`config.mk`:
```
export PLATFORM = sky130hd
export DESIGN_NAME = dtov_overvoltage
export DESIGN_NICKNAME = d
export VERILOG_FILES = /design/src/hw/dtov_pkg.sv /design/src/hw/dtov_overvoltage.sv /design/src/hw/dtov_chan_start.sv
export SDC_FILE = /design/constraint.sdc
export NUM_CORES = 1
export LEC_CHECK = 0
export BUFFER_PORTS_ARGS = -buffer_cell sky130_fd_sc_hd__buf_2
export CAP_MARGIN = 10
export CORE_MARGIN = 1
export CORE_UTILIZATION = 63
export CTS_BUF_LIST = sky130_fd_sc_hd__clkbuf_2
export CTS_CLUSTER_DIAMETER = 120
export DETAILED_ROUTE_END_ITERATION = 12
export PLACE_DENSITY = 0.84
export SLEW_MARGIN = 5
export SYNTH_ARGS = -nofsm -noshare
export SYNTH_HDL_FRONTEND = slang
export SYNTH_HIERARCHICAL = 1
export SYNTH_SLANG_ARGS = --single-unit
```
`constraint.sdc`:
```
create_clock -name ref_clk -period 8.5 [get_ports ref_clk]
set_input_delay 0.425 -clock ref_clk [delete_from_list [all_inputs] [get_ports ref_clk]]
set_output_delay 0.425 -clock ref_clk [all_outputs]
set_load 0.005 [all_outputs]
```
`src/hw/dtov_pkg.sv`:
```
// Package for the definite-time overvoltage block: register map,
// field positions, reset values, setting ranges and timing constants.
// Assumes one 125 MHz clock and magnitudes in 0.01 % of nominal.

package dtov_pkg;

  // ----------------------------------------------------------------
  // Bus and data widths
  // ----------------------------------------------------------------
  localparam int ADDR_W = 4;
  localparam int DATA_W = 16;
  localparam int MAG_W  = 16;
  localparam int NCHAN  = 3;

  // ----------------------------------------------------------------
  // Register indices
  // ----------------------------------------------------------------
  localparam logic [ADDR_W-1:0] REG_CTRL   = 4'h0;
  localparam logic [ADDR_W-1:0] REG_LEVEL  = 4'h1;
  localparam logic [ADDR_W-1:0] REG_HYST   = 4'h2;
  localparam logic [ADDR_W-1:0] REG_DELAY  = 4'h3;
  localparam logic [ADDR_W-1:0] REG_STATUS = 4'h4;
  localparam logic [ADDR_W-1:0] REG_TIMER  = 4'h5;

  // ----------------------------------------------------------------
  // Control fields
  // ----------------------------------------------------------------
  localparam int CTRL_OPER_BIT  = 0;
  localparam int CTRL_SONLY_BIT = 1;
  localparam int CTRL_PAIR_BIT  = 2;

  // ----------------------------------------------------------------
  // Status fields
  // ----------------------------------------------------------------
  localparam int STAT_GST_BIT = 3;
  localparam int STAT_GTR_BIT = 4;
  localparam int STAT_BLK_BIT = 5;

  // ----------------------------------------------------------------
  // Setting ranges and reset values
  // ----------------------------------------------------------------
  localparam logic [7:0]  LEVEL_MIN = 8'h1E;
  localparam logic [7:0]  LEVEL_MAX = 8'h82;
  localparam logic [7:0]  LEVEL_DEF = 8'h6E;
  localparam logic [3:0]  HYST_MIN  = 4'h1;
  localparam logic [3:0]  HYST_MAX  = 4'hA;
  localparam logic [3:0]  HYST_DEF  = 4'h5;
  localparam logic [15:0] DELAY_MAX = 16'hEA60;
  localparam logic [15:0] DELAY_DEF = 16'h0064;
  localparam logic        OPER_DEF  = 1'b0;
  localparam logic        SONLY_DEF = 1'b0;
  localparam logic        PAIR_DEF  = 1'b1;

  // Magnitude units per percent, and the whole of nominal in percent
  localparam logic [15:0] PCT_SCALE = 16'h0064;
  localparam logic [15:0] PCT_FULL  = 16'h0064;

  // ----------------------------------------------------------------
  // Timing
  // ----------------------------------------------------------------
  localparam int CLK_PERIOD_NS = 8;
  localparam int MS_NS         = 1000000;
  localparam int CYCLES_PER_MS = MS_NS / CLK_PERIOD_NS;

endpackage : dtov_pkg

```
`src/hw/dtov_overvoltage.sv`:
```
// Three-channel definite-time overvoltage logic with settings registers.
// Assumes magnitudes and block input come from logic on ref_clk, and a
// register master that never overlaps read and write strobes.
//
// The address-and-strobe port and the register addresses are this design's own decisions.
`timescale 1ns/1ns

module dtov_overvoltage #(
  parameter int CYCLES_PER_MS = dtov_pkg::CYCLES_PER_MS
) (
  // Clock and reset
  input  wire logic                       ref_clk,
  input  wire logic                       rst,
  // Register port
  input  wire logic [dtov_pkg::ADDR_W-1:0] regAddr,
  input  wire logic [dtov_pkg::DATA_W-1:0] regWrData,
  input  wire logic                       regWr,
  input  wire logic                       regRd,
  output logic      [dtov_pkg::DATA_W-1:0] regRdData,
  // Measured channel magnitudes
  input  wire logic [dtov_pkg::MAG_W-1:0]  chanAMagnitude,
  input  wire logic [dtov_pkg::MAG_W-1:0]  chanBMagnitude,
  input  wire logic [dtov_pkg::MAG_W-1:0]  chanCMagnitude,
  // User blocking
  input  wire logic                       userBlockInput,
  // Published status
  output logic      [dtov_pkg::NCHAN-1:0]  chanStart,
  output logic                            generalStartOut,
  output logic                            generalTripOut,
  output logic                            chanPairMode
);

  // ----------------------------------------------------------------
  // Settings registers
  // ----------------------------------------------------------------
  logic        operOn;
  logic        startOnly;
  logic [7:0]  startLevel;
  logic [3:0]  hystPct;
  logic [15:0] tripDelayMs;
  logic [15:0] elapsedMs;
  logic        funcEnable;
  logic        msTick;
  logic [31:0] prescale;
  logic [dtov_pkg::NCHAN-1:0] nextStart;
  logic [dtov_pkg::MAG_W-1:0] startThr;
  logic [dtov_pkg::MAG_W-1:0] dropThr;
  logic [dtov_pkg::MAG_W-1:0] chanMag [dtov_pkg::NCHAN];
  logic [7:0]  wrLevel;
  logic [3:0]  wrHyst;

  assign wrLevel = regWrData[7:0];
  assign wrHyst  = regWrData[3:0];

  always_ff @(posedge ref_clk)
  begin
    if (rst)
    begin
      operOn       <= dtov_pkg::OPER_DEF;
      startOnly    <= dtov_pkg::SONLY_DEF;
      chanPairMode <= dtov_pkg::PAIR_DEF;
    end
    else if (regWr && regAddr == dtov_pkg::REG_CTRL)
    begin
      operOn       <= regWrData[dtov_pkg::CTRL_OPER_BIT];
      startOnly    <= regWrData[dtov_pkg::CTRL_SONLY_BIT];
      chanPairMode <= regWrData[dtov_pkg::CTRL_PAIR_BIT];
    end
  end

  // Out-of-range writes are clamped so the comparators never see
  // a level outside the settable band.
  always_ff @(posedge ref_clk)
  begin
    if (rst)
      startLevel <= dtov_pkg::LEVEL_DEF;
    else if (regWr && regAddr == dtov_pkg::REG_LEVEL)
    begin
      if (regWrData[15:8] != 8'h00 || wrLevel > dtov_pkg::LEVEL_MAX)
        startLevel <= dtov_pkg::LEVEL_MAX;
      else if (wrLevel < dtov_pkg::LEVEL_MIN)
        startLevel <= dtov_pkg::LEVEL_MIN;
      else
        startLevel <= wrLevel;
    end
  end

  always_ff @(posedge ref_clk)
  begin
    if (rst)
      hystPct <= dtov_pkg::HYST_DEF;
    else if (regWr && regAddr == dtov_pkg::REG_HYST)
    begin
      if (regWrData[15:4] != 12'h000 || wrHyst > dtov_pkg::HYST_MAX)
        hystPct <= dtov_pkg::HYST_MAX;
      else if (wrHyst < dtov_pkg::HYST_MIN)
        hystPct <= dtov_pkg::HYST_MIN;
      else
        hystPct <= wrHyst;
    end
  end

  always_ff @(posedge ref_clk)
  begin
    if (rst)
      tripDelayMs <= dtov_pkg::DELAY_DEF;
    else if (regWr && regAddr == dtov_pkg::REG_DELAY)
    begin
      if (regWrData > dtov_pkg::DELAY_MAX)
        tripDelayMs <= dtov_pkg::DELAY_MAX;
      else
        tripDelayMs <= regWrData;
    end
  end

  // ----------------------------------------------------------------
  // Read port
  // ----------------------------------------------------------------
  // Data stand only in the cycle after the strobe; zero otherwise and
  // for unmapped addresses.
  always_ff @(posedge ref_clk)
  begin
    if (rst || !regRd)
      regRdData <= 16'h0000;
    else
    begin
      case (regAddr)
        dtov_pkg::REG_CTRL:
          regRdData <= {13'h0000, chanPairMode, startOnly, operOn};
        dtov_pkg::REG_LEVEL:
          regRdData <= {8'h00, startLevel};
        dtov_pkg::REG_HYST:
          regRdData <= {12'h000, hystPct};
        dtov_pkg::REG_DELAY:
          regRdData <= tripDelayMs;
        dtov_pkg::REG_STATUS:
          regRdData <= {10'h000, userBlockInput, generalTripOut,
                        generalStartOut, chanStart};
        dtov_pkg::REG_TIMER:
          regRdData <= elapsedMs;
        default:
          regRdData <= 16'h0000;
      endcase
    end
  end

  // ----------------------------------------------------------------
  // Enable and thresholds
  // ----------------------------------------------------------------
  assign funcEnable = operOn && !userBlockInput;

  // Magnitudes are in hundredths of a percent, so the level times the
  // scale is exact and the drop level keeps integer hysteresis.
  assign startThr = 16'(startLevel) * dtov_pkg::PCT_SCALE;
  assign dropThr  = 16'(startLevel)
                  * (dtov_pkg::PCT_FULL - 16'(hystPct));

  assign chanMag[0] = chanAMagnitude;
  assign chanMag[1] = chanBMagnitude;
  assign chanMag[2] = chanCMagnitude;

  // ----------------------------------------------------------------
  // Channel detectors
  // ----------------------------------------------------------------
  for (genvar ch = 0; ch < dtov_pkg::NCHAN; ch++)
  begin : gChan
    dtov_chan_start uStart (
      .ref_clk      (ref_clk),
      .rst          (rst),
      .enable       (funcEnable),
      .startThr     (startThr),
      .dropThr      (dropThr),
      .magnitude    (chanMag[ch]),
      .next_started (nextStart[ch]),
      .started      (chanStart[ch])
    );
  end

  // General start taken from the same next values keeps it aligned
  // with the channel flags in every cycle.
  always_ff @(posedge ref_clk)
  begin
    if (rst)
      generalStartOut <= 1'b0;
    else
      generalStartOut <= funcEnable && (|nextStart);
  end

  // ----------------------------------------------------------------
  // Millisecond tick
  // ----------------------------------------------------------------
  // Restarted with every new start so the first millisecond is whole.
  always_ff @(posedge ref_clk)
  begin
    if (rst || !generalStartOut)
      prescale <= 32'h0000_0000;
    else if (msTick)
      prescale <= 32'h0000_0000;
    else
      prescale <= prescale + 32'h0000_0001;
  end

  assign msTick = (prescale == 32'(CYCLES_PER_MS - 1));

  // ----------------------------------------------------------------
  // Delay timer and trip
  // ----------------------------------------------------------------
  always_ff @(posedge ref_clk)
  begin
    if (rst || !funcEnable || !generalStartOut)
      elapsedMs <= 16'h0000;
    else if (msTick && elapsedMs < tripDelayMs)
      elapsedMs <= elapsedMs + 16'h0001;
  end

  // Per-channel trips are never formed; only the general trip leaves.
  always_ff @(posedge ref_clk)
  begin
    if (rst)
      generalTripOut <= 1'b0;
    else
      generalTripOut <= funcEnable && generalStartOut
                     && !startOnly
                     && elapsedMs >= tripDelayMs;
  end
endmodule : dtov_overvoltage

```
`src/hw/dtov_chan_start.sv`:
```
// One channel start detector with drop-off hysteresis.
// Assumes thresholds and enable come from logic on the same clock.
`timescale 1ns/1ns

module dtov_chan_start (
  // Clock and reset
  input  wire logic                      ref_clk,
  input  wire logic                      rst,
  // Control
  input  wire logic                      enable,
  input  wire logic [dtov_pkg::MAG_W-1:0] startThr,
  input  wire logic [dtov_pkg::MAG_W-1:0] dropThr,
  // Measurement and result
  input  wire logic [dtov_pkg::MAG_W-1:0] magnitude,
  output logic                           next_started,
  output logic                           started
);

  always_comb
  begin
    next_started = started;
    if (!enable)
      next_started = 1'b0;
    else if (!started && magnitude > startThr)
      next_started = 1'b1;
    else if (started && magnitude <= dropThr)
      next_started = 1'b0;
  end

  always_ff @(posedge ref_clk)
  begin
    if (rst)
      started <= 1'b0;
    else
      started <= next_started;
  end
endmodule : dtov_chan_start

```
==> results.yml <==
outcome:
  outcome: "finished clean"
drt:
  vias_per_cell: 5.92
  drc: 0
  dr.pass1.iters: 6
  drtAntennaViolNets: 0
  vias: 9039
  drtIter0Drc: 869
  wl_per_cell_um: 15.7
  drt-total-wl_um: 24000
power_and_ir_drop:
  power.density_mw_per_mm2: 175
  p_leak_nw: 4.93
  finalPower_mw: 1.86
  peakVddDrop_v: 0.000161
sta:
  tns_ns: 0
  fin_crit_ns: 7.46
  relSlewSlack: 0.345
  final.period_utilization: 0.877
  slew_violations: 0
  tightest_slew_ns: 0.981
  fin_worst_skew_ns: 0.0217
  setup_viol_count_final: 0
  rsz0062_at_grt: "no"
  hold_violations: 0
  max_freq_ghz: 0.134
yosys:
  synth_top_cell_by_area: "ha_1"
  synthCells: 1221
  avgSynthCellArea_um2: 8.07
  ys_warn_count: 6
  synth_seq_cells: 100
  ys_seq_area_frac: 0.203
  netlist_area_mm2: 0.00986
  synth_top_area_share: 0.235
  ys.flop_type: "dfxtp_1"
  synth.distinct_cells: 61
  ys_top_cells_by_area: "ha_1 23%, dfxtp_1 20%, inv_1 7.1%, fa_1 6.7%, a21oi_1 4.5%"
  synth_edf_count: 0
  synthArstFlopShare: 0
clocking:
  h-tree-depth: 3
  clock_path_buffers: 2
  cts_tree: "yes"
  root_buffer: "clkbuf_2"
  clk-insertion-delay-late_ns: 0.58
  ctsResizeCount: 0
  cts_setup_buffers: 0
  ctsHoldBuffers: 0
  cts_num_sinks: 100
  path_clk_slew_ns: 0.27
  numCtsBuffers: 9
finish:
  multiInputGateArea_mm2: 0.00709
  syn_to_final_growth_pct: 7.72
  mostFrequentLayoutCell: "inv_1"
  nNetsFinal: 1602
  seq_area_mm2: 0.00200
  diodes: 0
  final_cell_mix: "186 x inv_1, 185 x ha_1, 100 x dfxtp_1"
  nFillCells: 1254
  postLayoutCellArea_mm2: 0.0106
  final_layout_size_suffix_gt1_frac: 0.0973
place:
  portBuffers: 94
  hpwlAfterDp_um: 19400
  postPlaceCellArea_mm2: 0.0105
  place.gp.congestion: 0.922
worst_hold_path:
  hp-class: "input port to register"
flow_run:
  drv_cap: 0
setup_path:
  path_class: "register to register"
  critPathRequiredTime_ns: 8.97
  critPathLaunchType: "register"
  cp-end-kind: "register"
  critPathArrivalTime_ns: 7.93
  critPathMaxFanout: 9
global_route:
  grt_usage: 0.303
  grt_pass1_wl_um: 39400
  grt_overflow: 0
  grt_pass1_vias: 8384
  antenna_found_initial: 0
  grt_max_degree: 34
floorplanning:
  die_h_um: 127
  dieArea_mm2: 0.0162
  core_region_area_mm2: 0.0153
  start_util: 0.646
  ios: 95
  die_w_um: 127
  num_rows: 45
==> metrics by stage <==
stage / setup WS [ns] / hold WS, ns / utilization / cells
after floorplan: 2.00 / 0.422 / - / 1229
after global placement: 1.46 / 0.460 / 0.690 / 1511
after detailed placement: 1.13 / 0.472 / 0.690 / 1511
after CTS: 1.13 / 0.0422 / 0.696 / 1527
after global routing: 0.511 / 0.0412 / 0.696 / 1527
final: 1.04 / 0.0549 / 0.696 / 1527
==> synthesized netlist by cell type (all sizes together), types with 4 or more instances <==
| cell | n |
|---|---|
| nand4 | 31 |
| fa | 33 |
| nand2b | 4 |
| nor2b | 21 |
| a21o | 13 |
| or3 | 8 |
| and4 | 4 |
| a211oi | 14 |
| xnor2 | 31 |
| dfxtp | 100 |
| nand3 | 46 |
| nor2 | 99 |
| a22o | 13 |
| and3 | 10 |
| and2 | 32 |
| xor2 | 15 |
| o21bai | 4 |
| o31ai | 12 |
| nor3 | 16 |
| clkbuf | 18 |
| ha | 185 |
| or2 | 4 |
| a221o | 8 |
| or4 | 13 |
| mux2i | 6 |
| o22ai | 4 |
| o21ai | 42 |
| nand2 | 86 |
| a22oi | 14 |
| inv | 186 |
| nor4 | 14 |
| a21oi | 89 |
| nor4b | 4 |
| buf | 6 |
==> flip-flops by register name, summed over array words and instances, names as in the netlist <==
register	flops
prescale	32
elapsedMs	16
regRdData	16
tripDelayMs	16
startLevel	8
hystPct	4
gChan.uStart/started	3
chanPairMode	1
generalStartOut	1
generalTripOut	1
operOn	1
startOnly	1
==> worst max-delay path, stage by stage (launching register included) <==
cell      delay, ns
dfxtp_1        0.44
o21ai_0        0.31
xor2_1         0.58
nand2b_1       0.21
fa_1           0.44
fa_1           0.49
inv_1          0.05
fa_1           0.57
inv_1          0.07
fa_1           0.54
inv_1          0.05
ha_1           0.33
o21ai_0        0.25
a21oi_1        0.10
o41ai_2        0.49
or4b_2         0.63
o211ai_1       0.21
inv_1          0.09
ha_1           0.31
nand4_1        0.14
nor2_1         0.07
a221o_1        0.29
a211oi_1       0.27
o22ai_1        0.15
nor3_1         0.20
nor3b_1        0.07
==> final timing paths <==
check / end / cells past startpoint / start / slack [ns]
worst max-delay path: generalStartOut$_SDFF_PP0_ / 25 / hystPct[0]$_SDFFE_PP1P_ / 1.04
worst min-delay path: tripDelayMs[13]$_SDFFE_PP0P_ / 3 / regWrData[13] / 0.05
worst max register to register: generalStartOut$_SDFF_PP0_ / 25 / hystPct[0]$_SDFFE_PP1P_ / 1.04
worst min register to register: generalTripOut$_SDFF_PP0_ / 1 / startOnly$_SDFFE_PP0P_ / 0.47
==> kinds of logic after synthesis <==
family | Yosys count | share of synthesized area
flops | 100 | 0.203
fa+ha+maj | 218 | 0.302
buf+inv | 210 | 0.0811
simple gates | 401 | 0.210
mux | 8 | 0.00838
compound gates | 237 | 0.154
other cells | 1 | 0.000380
xor+xnor | 46 | 0.0409
==> power breakdown <==
part,internal [mW],switching (mW)
combinational,0.474,0.709
clock,0.0388,0.163
sequential,0.473,0.00421
total,0.986,0.876
==> per-layer routing <==
metal,vias to the layer above,track usage,share of wire
li1,4439,-,-
met5,-,0,0
met2,344,0.493,0.45
met3,53,0.0456,0.080
met4,0,0.0931,0.026
met1,4203,0.415,0.45
==> area by class of cell <==
type                    instances  area share
well taps                     211      0.0249
multi-input cells             919       0.667
clock inverters                 6     0.00377
repair buffers                 95      0.0450
flip-flops and latches        100       0.189
clock buffers                  10     0.00471
inverters                     186      0.0658
(Power assumes the default switching activity.)
